--- src/perg_pkg.sv ---
// package for the profiling event record generator: map, field positions, carriers
// assumes one core clock domain shared by retirement logic, record writer and apb
package perg_pkg;
    localparam int NUM_EV = 3;

    // event slots of the counter bank
    localparam int IDX_VALUE  = 0;
    localparam int IDX_INSN   = 1;
    localparam int IDX_BRANCH = 2;

    // event codes placed in byte 0
    localparam logic [7:0] EV_VALUE  = 8'h01;
    localparam logic [7:0] EV_INSN   = 8'h02;
    localparam logic [7:0] EV_BRANCH = 8'h03;

    localparam logic [1:0] USER_CPL = 2'h3;

    // apb register byte offsets
    localparam logic [7:0] OFF_CTRL      = 8'h00;
    localparam logic [7:0] OFF_IVL_VALUE = 8'h04;
    localparam logic [7:0] OFF_IVL_INSN  = 8'h08;
    localparam logic [7:0] OFF_IVL_BR    = 8'h0c;
    localparam logic [7:0] OFF_CNT_VALUE = 8'h10;
    localparam logic [7:0] OFF_CNT_INSN  = 8'h14;
    localparam logic [7:0] OFF_CNT_BR    = 8'h18;
    localparam logic [7:0] OFF_STORED    = 8'h1c;
    localparam logic [7:0] OFF_MISSED    = 8'h20;

    // profiler_config_reg layout
    localparam int CTRL_EN_BIT   = 0;
    localparam int CTRL_TS_BIT   = 1;
    localparam int CTRL_CORE_LSB = 8;

    // flag positions inside the 16-bit flags field (bytes 3..2)
    localparam int FUS_BIT = 12;
    localparam int TKN_BIT = 15;

    localparam logic [31:0] RST_INTERVAL = 32'h0000_ffff;
    localparam logic [31:0] RST_COUNT    = 32'h0000_0000;

    typedef enum logic [3:0] {
        PERG_BR_NONE  = 4'h0,
        PERG_BR_JMP   = 4'h1,
        PERG_BR_JCC   = 4'h2,
        PERG_BR_JCXZ  = 4'h3,
        PERG_BR_LOOP  = 4'h4,
        PERG_BR_CALL  = 4'h5,
        PERG_BR_RET   = 4'h6,
        PERG_BR_FAR   = 4'h7,
        PERG_BR_TRAP  = 4'h8,
        PERG_BR_INTR  = 4'h9,
        PERG_BR_SYS   = 4'ha
    } perg_br_kind_t;

    typedef struct packed {
        logic          valid;       // one retired instruction this cycle
        logic [1:0]    cpl_before;  // current_privilege_level at start
        logic [1:0]    cpl_after;   // current_privilege_level at end
        logic          mode_switch; // enters or leaves system_mgmt_mode or virtualization_mode
        logic          val_sample;  // value_sample_insn
        perg_br_kind_t br_kind;
        logic          fused;       // compare fused with following branch
        logic          taken;
        logic          legacy_mode;
        logic [63:0]   insn_addr;   // compare address when fused
        logic [63:0]   next_addr;
        logic [15:0]   imm;
        logic [31:0]   regmem;
        logic [63:0]   reg_val;
    } perg_retire_t;

    // byte 31 at the top, byte 0 at the bottom
    typedef struct packed {
        logic [63:0] ts;
        logic [63:0] addr2;
        logic [63:0] iaddr;
        logic [31:0] sample_word_a;
        logic [15:0] flags;
        logic [7:0]  core_id;
        logic [7:0]  code;
    } perg_record_t;

    typedef struct packed {
        logic [31:0] count;
    } perg_cnt_state_t;
endpackage

--- src/perg_record_gen.sv ---
// profiling event record generator: counts value samples, user instructions and
// near branches, and emits 32-byte records when a counter goes negative.
// assumes retire info and timestamp arrive on pclk; record writer handshakes rec_valid/rec_ready.
// Function
// RQ1: value sample decrements its counter; negative gives record code 1.
// RQ2: value record bytes 3..2 carry low 16 bits of immediate.
// RQ3: bytes 7..4 reg/mem operand; bytes 23..16 register, zero-extended in legacy mode.
// RQ4: value record bytes 15..8 hold the sampling instruction address.
// RQ5: bytes 31..24 timestamp when timestamp flag set, else zero.
// RQ6: byte 1 holds core id from the configuration register.
// RQ7: each retired instruction decrements counter; negative gives record code 2.
// RQ8: only instructions fully at privilege level 3 count.
// RQ9: instructions changing into level 3 do not count.
// RQ10: all user instructions count, profiler's own instructions included.
// RQ11: fused compare and branch counts as two instructions.
// RQ12: each retired transfer decrements branch counter; negative gives code 3.
// RQ13: near jumps, conditional, count-zero jumps, loops, near call and return count.
// RQ14: far transfers, traps and interrupts are not counted.
// RQ15: transfers entering or leaving ring 3, management or virtualization mode excluded.
// RQ16: fused branch sets fused flag and reports the compare address.
// RQ17: fused flag is bit 4 of byte 3.
// RQ18: taken flag is bit 7 of byte 3, always 1 when unconditional.
// RQ19: branch bytes 23..16 hold the address executed next.
// RQ20: reserved and undefined record fields are zero.
// RQ21: counter reloads with its interval after a record.
// RQ22: event code in byte 0; record leaves as one 32-byte unit.
//
// Our own choices: the address map and the APB register port.
`timescale 1ns/10ps
`default_nettype none
module perg_record_gen
    import perg_pkg::*;
(
    input  wire logic          pclk,      // core clock, 200 MHz
    input  wire logic          presetn,   // async reset, active low
    input  wire logic          psel,      // apb select
    input  wire logic          penable,   // apb access phase
    input  wire logic          pwrite,    // apb direction
    input  wire logic [7:0]    paddr,     // apb byte address
    input  wire logic [31:0]   pwdata,    // apb write data
    output logic      [31:0]   prdata,    // apb read data
    output logic               pready,    // apb ready
    output logic               pslverr,   // apb error, unmapped address
    input  wire perg_pkg::perg_retire_t retire, // retirement info
    input  wire logic [63:0]   perf_ts,   // perf_timestamp_counter
    output perg_pkg::perg_record_t rec,   // event record
    output logic               rec_valid, // record offered
    input  wire logic          rec_ready  // writer takes record
);
    import perg_pkg::*;

    typedef struct packed {
        logic               pready;
        logic               pslverr;
        logic [31:0]        prdata;
        logic               en;
        logic               ts_en;
        logic [7:0]         core_id;
        logic [2:0][31:0]   interval;
        logic               rec_valid;
        logic               rec_new;
        perg_record_t       rec;
        logic [31:0]        stored;
        logic [31:0]        missed;
    } perg_state_t;

    perg_state_t             s_r;
    perg_state_t             s_nxt;
    logic [NUM_EV-1:0]       fire;
    logic [NUM_EV-1:0][1:0]  dec;
    logic [NUM_EV-1:0][31:0] cnt;
    logic                    user_ok;
    logic                    br_counted;
    logic                    br_uncond;
    logic                    acc;
    logic                    slot_free;
    perg_record_t            r;

    always_comb begin
        // full user-mode execution, no ring or mode transition
        user_ok = retire.valid && retire.cpl_before == USER_CPL // RQ8
                  && retire.cpl_after == USER_CPL && !retire.mode_switch; // RQ9
        unique case (retire.br_kind)
            PERG_BR_JMP, PERG_BR_JCC, PERG_BR_JCXZ, PERG_BR_LOOP,
            PERG_BR_CALL, PERG_BR_RET: br_counted = 1'b1; // RQ13
            default:                   br_counted = 1'b0; // RQ14
        endcase
        br_uncond = retire.br_kind == PERG_BR_JMP || retire.br_kind == PERG_BR_CALL
                    || retire.br_kind == PERG_BR_RET;
        dec[IDX_VALUE]  = {1'b0, retire.valid & retire.val_sample}; // RQ1
        // value sample and event insert count like any user instruction
        dec[IDX_INSN]   = user_ok ? (retire.fused ? 2'h2 : 2'h1) : 2'h0; // RQ10 RQ11
        dec[IDX_BRANCH] = {1'b0, retire.valid && br_counted // RQ12
                          && retire.cpl_before == retire.cpl_after && !retire.mode_switch}; // RQ15
    end

    genvar gi;
    generate
        for (gi = 0; gi < NUM_EV; gi++) begin : g_cnt
            perg_evt_counter u_cnt (
                .pclk     (pclk),
                .presetn  (presetn),
                .load     (~s_r.en),
                .interval (s_r.interval[gi]),
                .dec      (dec[gi]),
                .count    (cnt[gi]),
                .fire     (fire[gi])
            );
        end
    endgenerate

    // record assembly; every field not set stays zero
    always_comb begin
        r         = '0; // RQ20
        r.core_id = s_r.core_id; // RQ6
        r.ts      = s_r.ts_en ? perf_ts : 64'h0; // RQ5
        r.iaddr   = retire.insn_addr; // RQ4 RQ16
        if (fire[IDX_VALUE]) begin
            r.code  = EV_VALUE; // RQ1
            r.flags = retire.imm; // RQ2
            r.sample_word_a = retire.regmem; // RQ3
            r.addr2 = retire.legacy_mode ? {32'h0, retire.reg_val[31:0]} : retire.reg_val; // RQ3
            // RQ4: iaddr is the sampling instruction itself
        end else if (fire[IDX_BRANCH]) begin
            r.code           = EV_BRANCH; // RQ12
            r.flags[FUS_BIT] = retire.fused; // RQ16 RQ17
            r.flags[TKN_BIT] = br_uncond | retire.taken; // RQ18
            r.addr2          = retire.next_addr; // RQ19
        end else begin
            r.code = EV_INSN; // RQ7
        end
    end

    always_comb begin
        s_nxt         = s_r;
        acc           = psel & penable;
        s_nxt.pready  = acc & ~s_r.pready;
        s_nxt.pslverr = 1'b0;
        s_nxt.prdata  = 32'h0;
        // read data and error registered on the same edge as pready
        if (acc && !s_r.pready) begin
            unique case (paddr)
                OFF_CTRL:      s_nxt.prdata = {16'h0, s_r.core_id, 6'h0, s_r.ts_en, s_r.en};
                OFF_IVL_VALUE: s_nxt.prdata = s_r.interval[IDX_VALUE];
                OFF_IVL_INSN:  s_nxt.prdata = s_r.interval[IDX_INSN];
                OFF_IVL_BR:    s_nxt.prdata = s_r.interval[IDX_BRANCH];
                OFF_CNT_VALUE: s_nxt.prdata = cnt[IDX_VALUE];
                OFF_CNT_INSN:  s_nxt.prdata = cnt[IDX_INSN];
                OFF_CNT_BR:    s_nxt.prdata = cnt[IDX_BRANCH];
                OFF_STORED:    s_nxt.prdata = s_r.stored;
                OFF_MISSED:    s_nxt.prdata = s_r.missed;
                default:       s_nxt.pslverr = 1'b1;
            endcase
            if (!pwrite) begin
                s_nxt.prdata = s_nxt.pslverr ? 32'h0 : s_nxt.prdata;
            end else begin
                s_nxt.prdata = 32'h0;
            end
        end
        // write commits on the edge that completes the access
        if (acc && s_r.pready && pwrite) begin
            unique case (paddr)
                OFF_CTRL: begin
                    s_nxt.en      = pwdata[CTRL_EN_BIT];
                    s_nxt.ts_en   = pwdata[CTRL_TS_BIT];
                    s_nxt.core_id = pwdata[CTRL_CORE_LSB +: 8];
                end
                OFF_IVL_VALUE: s_nxt.interval[IDX_VALUE]  = pwdata;
                OFF_IVL_INSN:  s_nxt.interval[IDX_INSN]   = pwdata;
                OFF_IVL_BR:    s_nxt.interval[IDX_BRANCH] = pwdata;
                OFF_STORED:    s_nxt.stored = 32'h0;
                OFF_MISSED:    s_nxt.missed = 32'h0;
                default:       s_nxt.missed = s_r.missed;
            endcase
        end

        // single record slot: held whole until the writer takes it
        s_nxt.rec_new = 1'b0;
        slot_free     = ~s_r.rec_valid | rec_ready;
        if (s_r.rec_valid && rec_ready) begin
            s_nxt.rec_valid = 1'b0;
        end
        if (|fire) begin
            if (slot_free) begin
                s_nxt.rec       = r; // RQ22
                s_nxt.rec_valid = 1'b1;
                s_nxt.rec_new   = 1'b1;
                s_nxt.stored    = s_r.stored + 32'h1;
                // simultaneous lower-priority underflows are lost
                s_nxt.missed    = s_r.missed + {30'h0, ({1'b0, fire[0]} + {1'b0, fire[1]}
                                  + {1'b0, fire[2]}) - 2'h1};
            end else begin
                s_nxt.missed    = s_r.missed + {30'h0, {1'b0, fire[0]} + {1'b0, fire[1]}
                                  + {1'b0, fire[2]}};
            end
        end
    end

    always_ff @(posedge pclk or negedge presetn) begin
        if (!presetn) begin
            s_r          <= '0;
            s_r.interval <= {NUM_EV{RST_INTERVAL}};
        end else begin
            s_r <= s_nxt;
        end
    end

    assign prdata    = s_r.prdata;
    assign pready    = s_r.pready;
    assign pslverr   = s_r.pslverr;
    assign rec       = s_r.rec;
    assign rec_valid = s_r.rec_valid;

    value_code_a: assert property (@(posedge pclk) disable iff (!presetn) // RQ1
        $past(fire[IDX_VALUE]) && $past(slot_free) |-> s_r.rec_new && s_r.rec.code == EV_VALUE)
        else $error("value sample underflow gave no code 1 record");

    imm_field_a: assert property (@(posedge pclk) disable iff (!presetn) // RQ2
        s_r.rec_new && s_r.rec.code == EV_VALUE |-> s_r.rec.flags == $past(retire.imm))
        else $error("value record immediate wrong");

    value_data_a: assert property (@(posedge pclk) disable iff (!presetn) // RQ3
        s_r.rec_new && s_r.rec.code == EV_VALUE |-> s_r.rec.sample_word_a == $past(retire.regmem)
        && s_r.rec.addr2 == ($past(retire.legacy_mode) ? {32'h0, $past(retire.reg_val[31:0])}
        : $past(retire.reg_val)))
        else $error("value record operands wrong");

    value_addr_a: assert property (@(posedge pclk) disable iff (!presetn) // RQ4
        s_r.rec_new |-> s_r.rec.iaddr == $past(retire.insn_addr))
        else $error("record instruction address wrong");

    stamp_field_a: assert property (@(posedge pclk) disable iff (!presetn) // RQ5
        s_r.rec_new |-> s_r.rec.ts == ($past(s_r.ts_en) ? $past(perf_ts) : 64'h0))
        else $error("timestamp field wrong");

    core_field_a: assert property (@(posedge pclk) disable iff (!presetn) // RQ6
        s_r.rec_new |-> s_r.rec.core_id == $past(s_r.core_id))
        else $error("core id field wrong");

    insn_user_a: assert property (@(posedge pclk) disable iff (!presetn) // RQ8
        s_r.rec_new && s_r.rec.code == EV_INSN |-> $past(retire.cpl_before) == USER_CPL
        && $past(retire.cpl_after) == USER_CPL)
        else $error("non-user instruction produced a retired record");

    branch_fused_a: assert property (@(posedge pclk) disable iff (!presetn) // RQ17
        s_r.rec_new && s_r.rec.code == EV_BRANCH |-> s_r.rec.flags[FUS_BIT] == $past(retire.fused)
        && s_r.rec.addr2 == $past(retire.next_addr))
        else $error("branch fused flag or target wrong");

    branch_taken_a: assert property (@(posedge pclk) disable iff (!presetn) // RQ18
        s_r.rec_new && s_r.rec.code == EV_BRANCH && $past(br_uncond) |-> s_r.rec.flags[TKN_BIT])
        else $error("unconditional branch not marked taken");

    reserved_zero_a: assert property (@(posedge pclk) disable iff (!presetn) // RQ20
        s_r.rec_new && s_r.rec.code == EV_INSN |-> s_r.rec.flags == 16'h0
        && s_r.rec.sample_word_a == 32'h0 && s_r.rec.addr2 == 64'h0)
        else $error("reserved field not zero");

    record_hold_a: assert property (@(posedge pclk) disable iff (!presetn) // RQ22
        s_r.rec_valid && !rec_ready |=> s_r.rec_valid && $stable(s_r.rec))
        else $error("record changed before writer took it");

    insn_code_a: assert property (@(posedge pclk) disable iff (!presetn) // RQ7
        $past(fire) == 3'h2 && $past(slot_free) |-> s_r.rec_new && s_r.rec.code == EV_INSN)
        else $error("instruction underflow gave no code 2 record");

    entry_skip_a: assert property (@(posedge pclk) disable iff (!presetn) // RQ9
        retire.cpl_before != USER_CPL |-> dec[IDX_INSN] == 2'h0)
        else $error("instruction entering user level was counted");

    user_count_a: assert property (@(posedge pclk) disable iff (!presetn) // RQ10
        retire.valid && retire.cpl_before == USER_CPL && retire.cpl_after == USER_CPL
        && !retire.mode_switch && !retire.fused |-> dec[IDX_INSN] == 2'h1)
        else $error("user instruction not counted once");

    fused_double_a: assert property (@(posedge pclk) disable iff (!presetn) // RQ11
        retire.valid && retire.cpl_before == USER_CPL && retire.cpl_after == USER_CPL
        && !retire.mode_switch && retire.fused |-> dec[IDX_INSN] == 2'h2)
        else $error("fused pair not counted as two");

    branch_code_a: assert property (@(posedge pclk) disable iff (!presetn) // RQ12
        $past(fire[IDX_BRANCH]) && !$past(fire[IDX_VALUE]) && $past(slot_free)
        |-> s_r.rec_new && s_r.rec.code == EV_BRANCH)
        else $error("branch underflow gave no code 3 record");

    near_count_a: assert property (@(posedge pclk) disable iff (!presetn) // RQ13
        retire.valid && retire.br_kind inside {PERG_BR_JMP, PERG_BR_JCC, PERG_BR_JCXZ, PERG_BR_LOOP,
        PERG_BR_CALL, PERG_BR_RET} && retire.cpl_before == retire.cpl_after && !retire.mode_switch
        |-> dec[IDX_BRANCH] == 2'h1)
        else $error("near transfer not counted");

    far_skip_a: assert property (@(posedge pclk) disable iff (!presetn) // RQ14
        retire.br_kind inside {PERG_BR_FAR, PERG_BR_TRAP, PERG_BR_INTR, PERG_BR_SYS} |-> dec[IDX_BRANCH] == 2'h0)
        else $error("far transfer or trap counted");

    ring_skip_a: assert property (@(posedge pclk) disable iff (!presetn) // RQ15
        retire.cpl_before != retire.cpl_after || retire.mode_switch |-> dec[IDX_BRANCH] == 2'h0)
        else $error("ring or mode change counted as branch");

    fused_addr_a: assert property (@(posedge pclk) disable iff (!presetn) // RQ16
        s_r.rec_new && s_r.rec.code == EV_BRANCH |-> s_r.rec.iaddr == $past(retire.insn_addr))
        else $error("branch record address wrong");

    target_addr_a: assert property (@(posedge pclk) disable iff (!presetn) // RQ19
        s_r.rec_new && s_r.rec.code == EV_BRANCH |-> s_r.rec.addr2 == $past(retire.next_addr))
        else $error("branch next address wrong");

    branch_reserved_a: assert property (@(posedge pclk) disable iff (!presetn) // RQ20
        s_r.rec_new && s_r.rec.code == EV_BRANCH |-> s_r.rec.flags[11:0] == 12'h0
        && s_r.rec.flags[14:13] == 2'h0 && s_r.rec.sample_word_a == 32'h0)
        else $error("branch reserved field not zero");

    record_code_a: assert property (@(posedge pclk) disable iff (!presetn) // RQ22
        s_r.rec_valid |-> s_r.rec.code != 8'h0)
        else $error("record offered with empty event code");

    error_ready_a: assert property (@(posedge pclk) disable iff (!presetn)
        s_r.pslverr |-> s_r.pready)
        else $error("apb error without ready");
endmodule
`default_nettype wire

--- src/perg_evt_counter.sv ---
// one event down-counter with reload on underflow
// assumes dec and load come from logic on the same clock
`timescale 1ns/10ps
`default_nettype none
module perg_evt_counter
    import perg_pkg::*;
(
    input  wire logic        pclk,     // core clock
    input  wire logic        presetn,  // async reset, active low
    input  wire logic        load,     // hold at interval
    input  wire logic [31:0] interval, // sampling interval
    input  wire logic [1:0]  dec,      // occurrences this cycle
    output logic      [31:0] count,    // current value
    output logic             fire      // counter went negative
);
    perg_cnt_state_t s_r;
    perg_cnt_state_t s_nxt;
    logic [32:0]     diff;

    always_comb begin
        diff  = {1'b0, s_r.count} - {31'h0, dec};
        fire  = ~load & diff[32];
        s_nxt = s_r;
        if (load || fire) begin
            s_nxt.count = interval; // RQ21
        end else begin
            s_nxt.count = diff[31:0];
        end
    end

    always_ff @(posedge pclk or negedge presetn) begin
        if (!presetn) begin
            s_r.count <= RST_COUNT;
        end else begin
            s_r <= s_nxt;
        end
    end

    assign count = s_r.count;

    reload_after_fire_a: assert property (@(posedge pclk) disable iff (!presetn) // RQ21
        fire |=> s_r.count == $past(interval))
        else $error("counter not reloaded after underflow");
endmodule
`default_nettype wire

--- config.mk ---
export PLATFORM = sky130hd
export DESIGN_NAME = perg_record_gen
export DESIGN_NICKNAME = d
export VERILOG_FILES = /design/src/perg_pkg.sv /design/src/perg_record_gen.sv /design/src/perg_evt_counter.sv
export SDC_FILE = /design/constraint.sdc
export NUM_CORES = 1
export LEC_CHECK = 0
export ABC_CLOCK_PERIOD_IN_PS = 8200
export BUFFER_PORTS_ARGS = -buffer_cell sky130_fd_sc_hd__buf_2
export CELL_PAD_IN_SITES_DETAIL_PLACEMENT = 1
export CELL_PAD_IN_SITES_GLOBAL_PLACEMENT = 1
export CORE_MARGIN = 1
export CORE_UTILIZATION = 44
export CTS_CLUSTER_SIZE = 10
export DETAILED_ROUTE_END_ITERATION = 8
export PLACE_DENSITY_LB_ADDON = 0.1
export SLEW_MARGIN = 5
export SYNTH_ARGS = -nofsm -noshare
export SYNTH_HDL_FRONTEND = slang
export SYNTH_SLANG_ARGS = --single-unit
export TNS_END_PERCENT = 10
--- constraint.sdc ---
create_clock -name pclk -period 8.2 [get_ports pclk]
set_input_delay 1.64 -clock pclk [delete_from_list [all_inputs] [get_ports pclk]]
set_output_delay 1.64 -clock pclk [all_outputs]
set_load 0.02 [all_outputs]
* Yosys cells after proc, flatten, opt, wreduce, memory -nomap -nowiden
Index checks and enable logic that the tools add are counted.
** Word-level totals
- Flip-flop bits (word level) :: 557
- Input bits :: 364
- Output and inout bits :: 291
- Word-level logic and storage cells :: 120
** Cells by class
- Add/sub/neg operators :: 9
- Eq/ne operators :: 17
- Muxes and demuxes :: 32
- Bitwise logic cells :: 11
- Reductions and logical operators :: 29
** Operators by type and width (number)
- 2-to-1 mux 322 bit :: 1
- 2-to-1 mux 64 bit :: 5
- 2-to-1 mux 290 bit :: 1
- 2-to-1 mux 32 bit :: 9
- one-hot mux 32 bit (9 select lines) :: 1
- subtractor 32 x 1 -> 33 bit :: 2
- adder 32 x 2 -> 32 bit :: 2
- 2-to-1 mux 33 bit :: 1
- subtractor 32 x 2 -> 33 bit :: 1
- adder 32 x 1 -> 32 bit (second input constant) :: 1
- == test 8 x 5 -> 1 bit (second input constant) :: 4
- == test 8 x 4 -> 1 bit (second input constant) :: 2
- == test 4 x 3 -> 1 bit (second input constant) :: 3
- 2-to-1 mux 12 bit :: 1
- AND reduction 2 bit :: 6
- logical AND 1 bit :: 10
- 2-to-1 mux 1 bit :: 9
- OR reduction 9 bit :: 1
- == test 4 x 2 -> 1 bit (second input constant) :: 2
- == test 8 x 3 -> 1 bit (second input constant) :: 1
- == test 8 x 6 -> 1 bit (second input constant) :: 1
- logical NOT 8 bit :: 1
- 2-to-1 mux 2 bit :: 4
- bitwise AND 1 bit :: 6
- 13 further kinds :: 23

* Depth between registers and ports, before layout
Gate-level depths: netlist of the first run.
- Word-level depth :: 13
- Mapped depth :: 20
- Depth with buffers taken out :: 20

* Modules after synthesis
A second synthesis of the first run with hierarchy kept.
** Unflattened totals
- Cells, all modules :: 2907
- Area total of the unflattened synthesis :: 27991.8 um^2
** By module, submodules not included
- perg_record_gen :: instances 1, cells an instance 2310, area an instance 22650.5 um^2, sequential area each 11446.0 um^2
- perg_evt_counter :: instances 3, cells an instance 199, area an instance 1780.5 um^2, sequential area each 800.8 um^2

* Worst setup path after synthesis of the first run
Ideal clock, no wire load.
- Path kind :: input-to-reg
- Start point :: input port retire[248] (netlist bit)
- End point :: register s_r[26] (netlist bit)
- Library setup time :: 83 ps
- Arrival :: 7103 ps
- Data required time :: 8117 ps
- Setup slack :: 1014 ps
- Stages on the path :: 20
- Path buffers :: 1
- Cells stage by stage :: nand2b_1 > or4_1 > nor3_1 > ha_1 > ha_1 > or4b_1 > clkbuf_1 > nor4_1 > and3_1 > fa_1 > nor2_1 > xor2_1 > inv_1 > fa_1 > nand3b_1 > or3_1 > nor4_1 > nand4b_1 > or3_1 > o21ai_0
** Between the ends
- Cells in the longest elaborated chain, start to end :: 11
- Elaborated cells on any way between the ends :: 19
- Those cells by class :: 7 x add/sub; 3 x mux; 2 x bitwise; 7 x reduce/logical
** Ends and longest elaborated chain
- start, declared :: RTL line perg_record_gen.sv:44 : input wire perg_pkg::perg_retire_t retire,
- logical NOT 1 bit * :: RTL line perg_record_gen.sv:82, perg_record_gen.sv:94
- logical AND 1 bit :: RTL line perg_record_gen.sv:82 : && retire.cpl_after == USER_CPL && !retire.mode_switch;
- 2-to-1 mux 2 bit :: RTL line perg_record_gen.sv:92 : dec[IDX_INSN] = user_ok ? (retire.fused ? 2'h2 : 2'h1) : 2'h0;
- subtractor 32 x 2 -> 33 bit :: RTL line perg_evt_counter.sv:21 : diff = {1'b0, s_r.count} - {31'h0, dec};
- bitwise AND 1 bit :: RTL line perg_evt_counter.sv:22 : fire = ~load & diff[32];
- adder 1 x 1 -> 2 bit :: RTL line perg_record_gen.sv:190, perg_record_gen.sv:193
- adder 2 x 1 -> 2 bit :: RTL line perg_record_gen.sv:191, perg_record_gen.sv:194
- subtractor 2 x 1 -> 2 bit :: RTL line perg_record_gen.sv:191 : + {1'b0, fire[2]}) - 2'h1};
- adder 32 x 2 -> 32 bit :: RTL line perg_record_gen.sv:190 : s_nxt.missed = s_r.missed + {30'h0, ({1'b0, fire[0]} + {1'b0, fire[1]}
- 2-to-1 mux 32 bit :: RTL line perg_record_gen.sv:184 : if (slot_free) begin
- 2-to-1 mux 322 bit :: RTL line perg_record_gen.sv:183 : if (|fire) begin
- end signal, assigned :: RTL line perg_record_gen.sv:204 : s_r <= s_nxt;
- end, declared :: RTL line perg_record_gen.sv:67 : perg_state_t s_r;
Mark *: on every way between the ends. The rest lies on a longest branch, timed or not.
A chain may end at the register's enable or synchronous reset.

* Worst setup path after layout of the first run
- Start point :: input port retire[253] (netlist bit)
- End point :: register s_r[28] (netlist bit)
** Between the ends
- Cells in the longest elaborated chain, start to end :: 12
- Elaborated cells on any way between the ends :: 25
- Those cells by class :: 8 x add/sub; 3 x mux; 4 x bitwise; 10 x reduce/logical
** Ends and longest elaborated chain
- logical AND 1 bit :: RTL line perg_record_gen.sv:81 : user_ok = retire.valid && retire.cpl_before == USER_CPL
- logical AND 1 bit (2 in a row) :: RTL line perg_record_gen.sv:82
- 2-to-1 mux 2 bit :: RTL line perg_record_gen.sv:92
- subtractor 32 x 2 -> 33 bit :: RTL line perg_evt_counter.sv:21
- bitwise AND 1 bit :: RTL line perg_evt_counter.sv:22
- adder 1 x 1 -> 2 bit :: RTL line perg_record_gen.sv:190, perg_record_gen.sv:193
- adder 2 x 1 -> 2 bit :: RTL line perg_record_gen.sv:191, perg_record_gen.sv:194
- subtractor 2 x 1 -> 2 bit :: RTL line perg_record_gen.sv:191
- adder 32 x 2 -> 32 bit :: RTL line perg_record_gen.sv:190
- 2-to-1 mux 32 bit :: RTL line perg_record_gen.sv:184
- 2-to-1 mux 322 bit :: RTL line perg_record_gen.sv:183
Parallel ways exist; a longest one is shown, timed or not.

==> results of run 1 <==
metal layers:
metal	global-route usage (%)	up-vias	part of all wire, %
li1	-	10500	-
met1	46.4	12100	43
met2	51.7	914	46
met3	7.61	156	8.4
met4	11.4	2	3.0
met5	0	-	0.0073
state kept, by name, indices dropped and copies added (netlist names):
| name | flops |
|---|---|
| g_cnt.u_cnt.count | 96 |
| pslverr | 1 |
| pready | 1 |
| rec | 250 |
| rec_valid | 1 |
| prdata | 32 |
| r | 8 |
| s_r | 162 |
per-stage QoR:
step                util [%]  power (uW)  std cells
floorplan                  -        2880       2928
global placement        47.8        3080       4000
detailed placement      47.8        3090       4000
CTS                     51.2        5990       4115
global route            51.2        6120       4128
finish                  51.3        5940       4136
worst min-delay path: cells and delay by family (launching register included):
| kind | cells | cell delay (ns) |
|---|---|---|
| simple gates | 2 | 0.10 |
| flops | 1 | 0.33 |
worst min path at each step:
stage,from,endpoint,cells after the start
2_1_floorplan,rec[16]$_DFFE_PN0P_,rec[16]$_DFFE_PN0P_,2
3_3_place_gp,rec[217]$_DFFE_PN0P_,rec[217]$_DFFE_PN0P_,2
3_5_place_dp,rec[243]$_DFFE_PN0P_,rec[243]$_DFFE_PN0P_,2
4_1_cts,rec[243]$_DFFE_PN0P_,rec[243]$_DFFE_PN0P_,2
5_1_grt,rec[245]$_DFFE_PN0P_,rec[245]$_DFFE_PN0P_,2
6_report,rec[210]$_DFFE_PN0P_,rec[210]$_DFFE_PN0P_,2
power breakdown:
part | leakage, uW | switching [uW] | internal, uW | total [uW]
Sequential | 0.00748 | 14.6 | 2740 | 2750
Clock | 0.00102 | 1190 | 1700 | 2890
Combinational | 0.00762 | 188 | 101 | 289
Total | 0.0161 | 1400 | 4540 | 5940
cell type report:
class / instances / area [um2] / area share [%]
Timing Repair Buffer: 691 / 3680 / 11.5
Sequential cell: 551 / 13800 / 43.5
Inverter: 24 / 90.1 / 0.283
Tap cell: 837 / 1050 / 3.29
Multi-Input combinational cell: 1897 / 11100 / 34.7
Clock buffer: 107 / 2000 / 6.28
Clock inverter: 8 / 91.3 / 0.287
Antenna cell: 21 / 52.6 / 0.165
kinds of logic (layout without fill, tap and decap cells):
group                      count (synthesis)  after routing  synth area share, %
buffers and inverters                    480            830                 11.0
DFF                                      551            551                 49.7
adders and majority gates                 13             13                0.665
other                                      1             27               0.0135
xor gates and xnor gates                  90             90                 2.83
AOI/OAI and AO/OA                        481            481                 11.7
muxes                                    127            127                 5.08
and+or+nand+nor                         1180           1180                 19.0
cell usage after synthesis (all sizes together), types with 48 or more instances:
master    n  area [um2]
nand2   648        2430
dfrtp   503       12600
buf     349        2570
nand3   158         791
o21ai   147         739
nor2    142         536
a22oi   124         931
mux2    112        1260
clkbuf  107         402
xnor2    59         517
nor3     49         245
dfstp    48        1260
==> results.ini, run 1 <==
[placement]
place_ws_ns = 0.225
area_post_placement_um2 = 29700
place.detailed.hpwl_mm = 81.2
numPortBuffers = 648
place.gp.congestion = 0.962

[clock_network]
clkTransAtPathRegs_ns = 0.05
cts.sinks = 551
cts_tree = built
clk-insertion-delay-late_ns = 0.61
setup_buffers_after_cts = 0
ctsResizeCount = 0
post_cts_hold_buffer_count = 0
h-tree-depth = 3
max-clock-path-buffers = 3
cts.root.buffer_cell = sky130_fd_sc_hd__clkbuf_16
cts_buf_count = 69

[timing]
report.final.setup_viol = 0
finalHoldWorstSlack_ns = 0.460
clock_skew_ns = 0.0266
actual_transition_at_the_worst_max_transition_pin_ns = 1.30
max_freq_mhz = 136
maxSlewViolCount = 0
final_critical_path_share_of_the_clock_period_pct = 89.9
grt_setup_unrepaired = no
finalWorstPathRequiredPeriod_ns = 7.37
finalHoldViolCount = 0
final.setup.tns_ns = 0
worst_setup_margin_ns = 0.828
slew_headroom_pct = 13.6

[setup_path]
critPathTopFamily = simple AND/OR/NAND/NOR gates
crit_path_cell_trace = buf_2 > nand2b_1 > or4_1 > nor3_1 > ha_1 > ha_1 > or4b_1 > nor4_1 > buf_4 > and3_1 > fa_1 > nor2_1 > xor2_1 > inv_1 > fa_1 > nand3b_1 > or3_1 > nor4_1 > buf_4 > and3_1 > nand3_1 > mux2i_1
timing.critical_path.slowest_cell_delay_ns = 0.51
crit_slowest_cell = sky130_fd_sc_hd__or4_1
critical_path_arrival_ns = 7.89
crit_buf_inv = 4
timing.rr.end = s_r[28]$_DFFE_PN0P_
worst_setup_path_startpoint = retire[253]
worst-path-max-fanout = 7
critical_path_required_ns = 8.71
timing.rr.start = g_cnt[2].u_cnt.count[0]$_DFF_PN0_
worst_r2r_path_depth = 19
critical_path_cell_count = 22
critPathCapture = s_r[28]$_DFFE_PN0P_
end_kind = register
worst-setup-path-type = input port to register
r2r_setup_slack_ns = 2.77
critPathLaunchType = input port

[logic_synthesis]
synthCells = 2923
synth-edff-count = 0
postSynth.asyncResetShare_pct = 100
synth_seq_cells = 551
synthFlopType = sky130_fd_sc_hd__dfrtp_1
synth-seq-area-share_pct = 49.7
synth_area_per_cell_um2 = 9.53
yosysWarnings = 0
yosys.cell_types.count = 64
synthesis.area_um2 = 27800

[floorplan]
die_area_um2 = 64300
core_area_um2 = 62200
rows = 91
die_y_um = 254
initial_core_util_pct = 44.8
boundaryPins = 655
die_extent_in_x_um = 254

[final_layout]
filler_cell_count = 7203
layout-drive-gt1-share_pct = 29.8
most-common-layout-cells = sky130_fd_sc_hd__nand2_1 (647), sky130_fd_sc_hd__buf_2 (647), sky130_fd_sc_hd__dfrtp_1 (502), sky130_fd_sc_hd__nand3_1 (158), sky130_fd_sc_hd__o21ai_0 (142)
final_cell_area_um2 = 31900
area.growth.synth_to_final_pct = 14.5
finish.net_count = 3611

[route]
final_antenna_net_count = 0
routed_length_per_instance_um = 26.5
drt_first_pass_iters = 5
initialDrtViolationCount = 2253
drc = 0
detailroute.via_count = 23700
post_drt_via_cell_ratio = 5.72
drt_wl_total_mm = 110

[global_routing]
grt_first_pass_wirelength_mm = 159
largest_net_degree_at_the_start_of_global_routing = 189
antenna_found_initial = 26
first_global_vias = 23900
grt_remaining_overflow = 0
groute.usage.overall_pct = 33.5

[job]
maxCapViolCount = 0

[run_status]
outcome = completed

[power_and_ir_drop]
max-vdd-ir-drop_v = 0.000137
p_per_area_nw_per_um2 = 186
total_leakage_power_uw = 0.0161

[worst_hold_path]
min-delay-path-class = register to register

Power figures use the tool's default switching activity.
==> inputs of run 2 (changes only) <==
--- a/config.mk
+++ b/config.mk
@@ -9,13 +9,13 @@
 export BUFFER_PORTS_ARGS = -buffer_cell sky130_fd_sc_hd__buf_2
 export CELL_PAD_IN_SITES_DETAIL_PLACEMENT = 1
 export CELL_PAD_IN_SITES_GLOBAL_PLACEMENT = 1
-export CORE_MARGIN = 1
-export CORE_UTILIZATION = 44
+export CORE_AREA = 2 2 253 255
 export CTS_CLUSTER_SIZE = 10
 export DETAILED_ROUTE_END_ITERATION = 8
-export PLACE_DENSITY_LB_ADDON = 0.1
-export SLEW_MARGIN = 5
+export DIE_AREA = 0 0 255 257
+export PLACE_DENSITY = 0.88
 export SYNTH_ARGS = -nofsm -noshare
 export SYNTH_HDL_FRONTEND = slang
+export SYNTH_HIERARCHICAL = 1
 export SYNTH_SLANG_ARGS = --single-unit
 export TNS_END_PERCENT = 10
==> results.ini, run 2 <==
[setup_path]
critical_path_required_ns = 8.68
timing.rr.end = s_r[14]$_DFFE_PN0P_
crit_path_cell_trace = buf_2 > nand2b_1 > or4_1 > nor3_1 > ha_1 > fa_1 > nor4b_1 > and4_1 > nand3_1 > nor2_1 > fa_1 > xnor2_1 > ha_1 > inv_1 > fa_1 > and3b_1 > nand4_1 > o311ai_0 > o41ai_1
timing.critical_path.slowest_cell_delay_ns = 0.54
critical_path_arrival_ns = 7.41
critPathTopFamily = simple AND/OR/NAND/NOR gates
timing.rr.start = g_cnt[0].u_cnt/count[0]$_DFF_PN0_
worst_r2r_path_depth = 17
worst-setup-path-type = input port to register
critPathLaunchType = input port
worst-path-max-fanout = 7
end_kind = register
crit_buf_inv = 2
crit_slowest_cell = sky130_fd_sc_hd__fa_1
worst_path_most_repeated_cell = sky130_fd_sc_hd__fa_1
r2r_setup_slack_ns = 2.80

[clock_network]
cts.root.buffer_cell = sky130_fd_sc_hd__clkbuf_16
cts.sinks = 551
cts_buf_count = 66
setup_buffers_after_cts = 0
cts_tree = built
max-clock-path-buffers = 3
clk-insertion-delay-late_ns = 0.62
post_cts_hold_buffer_count = 0
ctsResizeCount = 0
h-tree-depth = 3
clkTransAtPathRegs_ns = 0.05

[route]
met3_length_mm = 11.7
routed_length_per_instance_um = 27.7
detailroute.via_count = 25200
initialDrtViolationCount = 2854
drt_first_pass_iters = 9
routedLengthMet1_mm = 42.8
drc = 0
post_drt_via_cell_ratio = 6.11
drt_wl_total_mm = 114
met2_wirelength_mm = 51.9
highest_layer = met5
final_antenna_net_count = 0

[final_layout]
layout-drive-gt1-share_pct = 28.1
max_ffs_per_register = 250
area.growth.synth_to_final_pct = 14.0
multi_input_area_um2 = 11300
final_non_filler_cell_total = 4116
mostFrequentLayoutCell = sky130_fd_sc_hd__buf_2
seq_area_um2 = 13800
finish.net_count = 3591
filler_cell_count = 7215
most-common-layout-cells = sky130_fd_sc_hd__buf_2 (647), sky130_fd_sc_hd__nand2_1 (505), sky130_fd_sc_hd__dfrtp_1 (502), sky130_fd_sc_hd__nor2_1 (262), sky130_fd_sc_hd__nand3_1 (140)

[logic_synthesis]
netlist_top_cells_area = sky130_fd_sc_hd__dfrtp_1 (45%), sky130_fd_sc_hd__buf_4 (7.9%), sky130_fd_sc_hd__nand2_1 (6.8%)
yosysWarnings = 6
yosys.cell_count.top_type = sky130_fd_sc_hd__nand2_1
netlist_top_cells_count = sky130_fd_sc_hd__nand2_1 (506), sky130_fd_sc_hd__dfrtp_1 (503), sky130_fd_sc_hd__buf_4 (294)
postSynth.asyncResetShare_pct = 100
synth_top_area_share_pct = 45.0
synth_seq_cells = 551
synth-edff-count = 0
synthesis.area_um2 = 28000
synth-seq-area-share_pct = 49.5
yosys.cell_types.count = 80
synthCells = 2907
synth_area_per_cell_um2 = 9.63
synthFlopType = sky130_fd_sc_hd__dfrtp_1
yosysTopAreaCell = sky130_fd_sc_hd__dfrtp_1

[floorplan]
boundaryPins = 655
die_y_um = 257
die_extent_in_x_um = 255
initial_core_util_pct = 44.6
core_area_um2 = 62700
die_area_um2 = 65500
rows = 92

[power_and_ir_drop]
max-vdd-ir-drop_v = 0.000179
total_leakage_power_uw = 0.0163
p_per_area_nw_per_um2 = 191

[timing]
maxSlewViolCount = 0
slew_headroom_pct = 7.82
finalWorstPathRequiredPeriod_ns = 6.93
max_freq_mhz = 144
worst_setup_margin_ns = 1.27
report.final.setup_viol = 0
final.setup.tns_ns = 0
grt_setup_unrepaired = no
actual_transition_at_the_worst_max_transition_pin_ns = 1.38
finalHoldViolCount = 0
final_critical_path_share_of_the_clock_period_pct = 84.5
clock_skew_ns = 0.0356

[placement]
numPortBuffers = 648
place.gp.congestion = 0.968
place_ws_ns = 0.823
place.detailed.hpwl_mm = 80.5
dpl.cell_count = 3990

[global_routing]
largest_net_degree_at_the_start_of_global_routing = 176
first_global_vias = 25900
antenna_found_initial = 28
grt_remaining_overflow = 0
groute.usage.overall_pct = 33.9
grt_first_pass_wirelength_mm = 166

[worst_hold_path]
min-delay-path-class = register to register
worstHoldEndpoint = rec[46]$_DFFE_PN0P_
timing.hold.worst_path_depth = 2
hp-start = rec[46]$_DFFE_PN0P_

[run_status]
outcome = completed

[job]
maxCapViolCount = 0

## run 2: cell types whose count changed after synthesis, moves of 18 or more
cell,before,now
sky130_fd_sc_hd__nand2_1,648,506
sky130_fd_sc_hd__a221oi_1,47,80
sky130_fd_sc_hd__xor2_1,31,10
sky130_fd_sc_hd__nand3_1,158,140
sky130_fd_sc_hd__a41oi_1,27,5
sky130_fd_sc_hd__mux2_2,111,53
sky130_fd_sc_hd__mux2i_1,15,43
sky130_fd_sc_hd__mux2_1,0,71
sky130_fd_sc_hd__a21oi_1,29,92
sky130_fd_sc_hd__o21ai_0,142,28
sky130_fd_sc_hd__a22oi_1,124,52
sky130_fd_sc_hd__clkbuf_1,107,128
sky130_fd_sc_hd__nor2_1,141,270
## run 2: area by class of cell
type	count	share of cell area, %
repair buffers	690	11.4
multi-input cells	1876	35.4
clock inverters	9	0.419
flip-flops and latches	551	43.4
diodes	22	0.172
inverters	27	0.318
well taps	846	3.32
clock buffers	95	5.58
## run 2: logic make-up after synthesis
| family | synth area share, % |
|---|---|
| multiplexers | 6.53 |
| XOR/XNOR | 2.35 |
| AND/OR/NAND/NOR | 19.5 |
| adder cells (fa/ha/maj) | 0.805 |
| buffers and inverters | 10.7 |
| other | 0.0134 |
| AO/OA/AOI/OAI | 10.6 |
| flip-flops | 49.5 |
## run 2: worst max path at each step
stage | start | end | slack, ns | depth (start not counted)
3_5_place_dp | retire[248] | s_r[14]$_DFFE_PN0P_ | 0.82 | 19
4_1_cts | retire[248] | s_r[14]$_DFFE_PN0P_ | 1.43 | 19
2_1_floorplan | retire[248] | s_r[14]$_DFFE_PN0P_ | 1.93 | 19
3_3_place_gp | retire[248] | s_r[14]$_DFFE_PN0P_ | 1.20 | 19
5_1_grt | retire[248] | s_r[14]$_DFFE_PN0P_ | 1.05 | 19
6_report | retire[248] | s_r[14]$_DFFE_PN0P_ | 1.27 | 19
## run 2: report_power, final
part	internal, uW	leakage, uW	switching (uW)
combinational	174	0.00793	351
clock	1520	0.000921	1210
sequential	2790	0.00747	49.3
## run 2: metal layers
layer  global-route usage (%)  up-vias
li1                         -    10600
met1                     42.8    12600
met2                     52.6     1554
met3                     8.03      438
met4                     20.9        8
met5                        0        -
## run 2: worst reg2reg max path, cell delays in order (launching register included)
cell and delay, ns:
sky130_fd_sc_hd__dfrtp_1 0.39, sky130_fd_sc_hd__inv_1 0.07, sky130_fd_sc_hd__ha_1 0.33, sky130_fd_sc_hd__fa_1 0.32, sky130_fd_sc_hd__nor4b_1 0.41, sky130_fd_sc_hd__and4_1 0.43, sky130_fd_sc_hd__nand3_1 0.18, sky130_fd_sc_hd__nor2_4 0.12
sky130_fd_sc_hd__buf_4 0.36, sky130_fd_sc_hd__fa_1 0.52, sky130_fd_sc_hd__xnor2_1 0.22, sky130_fd_sc_hd__ha_1 0.21, sky130_fd_sc_hd__inv_1 0.06, sky130_fd_sc_hd__fa_1 0.42, sky130_fd_sc_hd__and3b_1 0.37, sky130_fd_sc_hd__nand4_1 0.30
sky130_fd_sc_hd__o311ai_0 0.42, sky130_fd_sc_hd__o41ai_1 0.14
## run 2: per-stage QoR
step | util (%) | hold WS, ns | area [um2] | power (uW)
2_1_floorplan | - | 0.440 | 28000 | 3170
3_3_place_gp | 47.7 | 0.443 | 29900 | 3380
3_5_place_dp | 47.7 | 0.450 | 29900 | 3400
4_1_cts | 50.8 | 0.463 | 31900 | 6120
5_1_grt | 50.8 | 0.483 | 31900 | 6270
6_report | 50.9 | 0.462 | 31900 | 6090
==> inputs of run 3 (changes only) <==
--- a/config.mk
+++ b/config.mk
@@ -5,15 +5,16 @@
 export SDC_FILE = /design/constraint.sdc
 export NUM_CORES = 1
 export LEC_CHECK = 0
-export ABC_CLOCK_PERIOD_IN_PS = 8200
+export ABC_AREA = 1
+export ABC_CLOCK_PERIOD_IN_PS = 6030
 export BUFFER_PORTS_ARGS = -buffer_cell sky130_fd_sc_hd__buf_2
 export CELL_PAD_IN_SITES_DETAIL_PLACEMENT = 1
 export CELL_PAD_IN_SITES_GLOBAL_PLACEMENT = 1
-export CORE_AREA = 2 2 253 255
+export CORE_MARGIN = 1
+export CORE_UTILIZATION = 36
 export CTS_CLUSTER_SIZE = 10
 export DETAILED_ROUTE_END_ITERATION = 8
-export DIE_AREA = 0 0 255 257
-export PLACE_DENSITY = 0.88
+export PLACE_DENSITY = 0.79
 export SYNTH_ARGS = -nofsm -noshare
 export SYNTH_HDL_FRONTEND = slang
 export SYNTH_HIERARCHICAL = 1
==> constraint.sdc (replaced) <==
create_clock -name pclk -period 6.03 [get_ports pclk]
set_input_delay 1.206 -clock pclk [delete_from_list [all_inputs] [get_ports pclk]]
set_output_delay 1.206 -clock pclk [all_outputs]
set_load 0.02 [all_outputs]
==> results.ini, run 3 <==
[route]
drt_first_pass_iters = 5
highest_layer = met5
drc = 0
routed_length_per_instance_um = 23.8
met2_wirelength_mm = 60.3
post_drt_via_cell_ratio = 5.17
routedLengthMet1_mm = 53.0
final_antenna_net_count = 0
detailroute.via_count = 28900
initialDrtViolationCount = 2153
drt_wl_total_mm = 133
met3_length_mm = 10.6

[setup_path]
end_kind = register
critical_path_arrival_ns = 5.87
critical_path_required_ns = 6.52
critPathLaunchType = input port
worst-setup-path-type = input port to register
worst-path-max-fanout = 5

[timing]
worst_setup_margin_ns = 0.656
clock_skew_ns = 0.0230
max_freq_mhz = 186
actual_transition_at_the_worst_max_transition_pin_ns = 1.16
report.final.setup_viol = 0
grt_setup_unrepaired = no
finalWorstPathRequiredPeriod_ns = 5.37
final_critical_path_share_of_the_clock_period_pct = 89.1
slew_headroom_pct = 22.6
maxSlewViolCount = 0
finalHoldViolCount = 0
final.setup.tns_ns = 0

[global_routing]
grt_first_pass_wirelength_mm = 194
first_global_vias = 28800
antenna_found_initial = 33
groute.usage.overall_pct = 30.6
largest_net_degree_at_the_start_of_global_routing = 187
grt_remaining_overflow = 0

[clock_network]
cts_tree = built
h-tree-depth = 3
cts.root.buffer_cell = sky130_fd_sc_hd__clkbuf_16
ctsResizeCount = 0
max-clock-path-buffers = 3
clk-insertion-delay-late_ns = 0.62
post_cts_hold_buffer_count = 0
clkTransAtPathRegs_ns = 0.06
cts_buf_count = 70
cts.sinks = 551
setup_buffers_after_cts = 0

[logic_synthesis]
synthesis.area_um2 = 30500
synth_fa_ha_area_share_pct = 0.738
synthCells = 4066
synthesized_area_fraction_occupied_by_xor_and_xnor_cells_pct = 1.52
synthFlopType = sky130_fd_sc_hd__dfrtp_1
yosys.cell_count.top_type = sky130_fd_sc_hd__nand2_1
netlist_top_cells_area = sky130_fd_sc_hd__dfrtp_1 (41%), sky130_fd_sc_hd__nand2_1 (18%), sky130_fd_sc_hd__buf_4 (7.6%)
yosysTopAreaCell = sky130_fd_sc_hd__dfrtp_1
synth-seq-area-share_pct = 45.4
netlist_top_cells_count = sky130_fd_sc_hd__nand2_1 (1,469), sky130_fd_sc_hd__dfrtp_1 (503), sky130_fd_sc_hd__nor2_1 (363)
synth_seq_cells = 551
yosys.cell_types.count = 47
synth_area_per_cell_um2 = 7.50
synth_top_area_share_pct = 41.3
synth-edff-count = 0
synth.mux.area_fraction_pct = 0
yosysWarnings = 6
post_synthesis_share_of_cell_area_spent_on_and_or_nand_and_nor_gates_pct = 30.3
synth_top_family_by_area = simple AND/OR/NAND/NOR gates
synth-compound-area-share_pct = 8.29
postSynth.asyncResetShare_pct = 100

[job]
maxCapViolCount = 0

[final_layout]
mostFrequentLayoutCell = sky130_fd_sc_hd__nand2_1
final_cell_area_um2 = 34800
max_ffs_per_register = 250
final_util_pct = 41.5
area.growth.synth_to_final_pct = 13.9
layout-drive-gt1-share_pct = 20.5
most-common-layout-cells = sky130_fd_sc_hd__nand2_1 (1,469), sky130_fd_sc_hd__buf_2 (647), sky130_fd_sc_hd__dfrtp_1 (502), sky130_fd_sc_hd__nor2_1 (362), sky130_fd_sc_hd__nand3_1 (295)
final_non_filler_cell_total = 5587
finish.net_count = 4763

[placement]
numPortBuffers = 648
place.gp.congestion = 0.967
area_post_placement_um2 = 32500
place.detailed.hpwl_mm = 103
place_ws_ns = 0.0787
dpl.cell_count = 5446

[worst_hold_path]
min-delay-path-class = register to register

[floorplan]
die_y_um = 293
initial_core_util_pct = 36.4
rows = 106
die_area_um2 = 85900
core_area_um2 = 83800
die_extent_in_x_um = 293
boundaryPins = 655

[power_and_ir_drop]
total_leakage_power_uw = 0.0188
max-vdd-ir-drop_v = 0.000172
p_per_area_nw_per_um2 = 243

[run_status]
outcome = completed

## run 3: cell families after synthesis
logic type,Yosys count
and+or+nand+nor,2262
buffers and inverters,746
DFF,551
AOI/OAI and AO/OA,438
xor gates and xnor gates,53
adders and majority gates,15
other,1
## run 3: through the flow
step	total power, uW	hold slack, ns
3_3_place_gp	4380	0.458
4_1_cts	8510	0.476
5_1_grt	8700	0.487
2_1_floorplan	4070	0.450
3_5_place_dp	4390	0.460
6_report	8430	0.475
## run 3: worst paths after layout
kind | startpoint | end | slack [ns] | depth (start not counted)
min reg2reg | rec[115]$_DFFE_PN0P_ | rec[115]$_DFFE_PN0P_ | 0.48 | 2
min in group asynchronous | presetn | rec[141]$_DFFE_PN0P_ | 0.62 | 1
max | retire[249] | s_r[18]$_DFFE_PN0P_ | 0.66 | 26
min | rec[115]$_DFFE_PN0P_ | rec[115]$_DFFE_PN0P_ | 0.48 | 2
max in group asynchronous | presetn | rec[113]$_DFFE_PN0P_ | 4.08 | 2
max reg2reg | g_cnt[0].u_cnt/count[0]$_DFF_PN0_ | s_r[18]$_DFFE_PN0P_ | 1.56 | 23
## run 3: power by group
| group | total (uW) | internal (uW) | switching (uW) |
|---|---|---|---|
| clock network | 4100 | 2410 | 1690 |
| logic | 561 | 174 | 387 |
| registers | 3770 | 3740 | 31.3 |
| total | 8430 | 6320 | 2110 |
## run 3: layout make-up
type | instances | area [um2]
Clock buffer | 109 | 2040
Tap cell | 1134 | 1420
Sequential cell | 551 | 13800
Multi-Input combinational cell | 2778 | 12500
Timing Repair Buffer | 684 | 3600
Clock inverter | 11 | 128
Antenna cell | 21 | 52.6
Inverter | 299 | 1130
Fill cell | 10700 | 49100
## run 3: layer usage
metal	vias to the layer above	global-route usage [%]
li1	13200	-
met1	14200	38.3
met2	1186	48.2
met3	286	6.94
met4	8	18.5
met5	-	0
## run 3: worst max-delay path, cell delays in order
cell,delay [ns]
sky130_fd_sc_hd__buf_2,0.10
sky130_fd_sc_hd__nand4_1,0.09
sky130_fd_sc_hd__or3_1,0.41
sky130_fd_sc_hd__nor2_1,0.14
sky130_fd_sc_hd__ha_1,0.20
sky130_fd_sc_hd__fa_1,0.33
sky130_fd_sc_hd__nand2_2,0.13
sky130_fd_sc_hd__nor2_4,0.13
sky130_fd_sc_hd__nand4_1,0.09
sky130_fd_sc_hd__nor3_1,0.37
sky130_fd_sc_hd__fa_1,0.54
sky130_fd_sc_hd__or2_2,0.34
sky130_fd_sc_hd__nand2_1,0.07
sky130_fd_sc_hd__ha_1,0.13
sky130_fd_sc_hd__inv_1,0.07
sky130_fd_sc_hd__fa_1,0.38
sky130_fd_sc_hd__inv_1,0.09
sky130_fd_sc_hd__nand3_1,0.11
sky130_fd_sc_hd__nor2_1,0.17
sky130_fd_sc_hd__nand2_1,0.14
sky130_fd_sc_hd__nor2_2,0.18
sky130_fd_sc_hd__nand2_1,0.12
sky130_fd_sc_hd__inv_2,0.11
sky130_fd_sc_hd__nand2_1,0.06
sky130_fd_sc_hd__nand3_1,0.08
sky130_fd_sc_hd__nand2_1,0.07
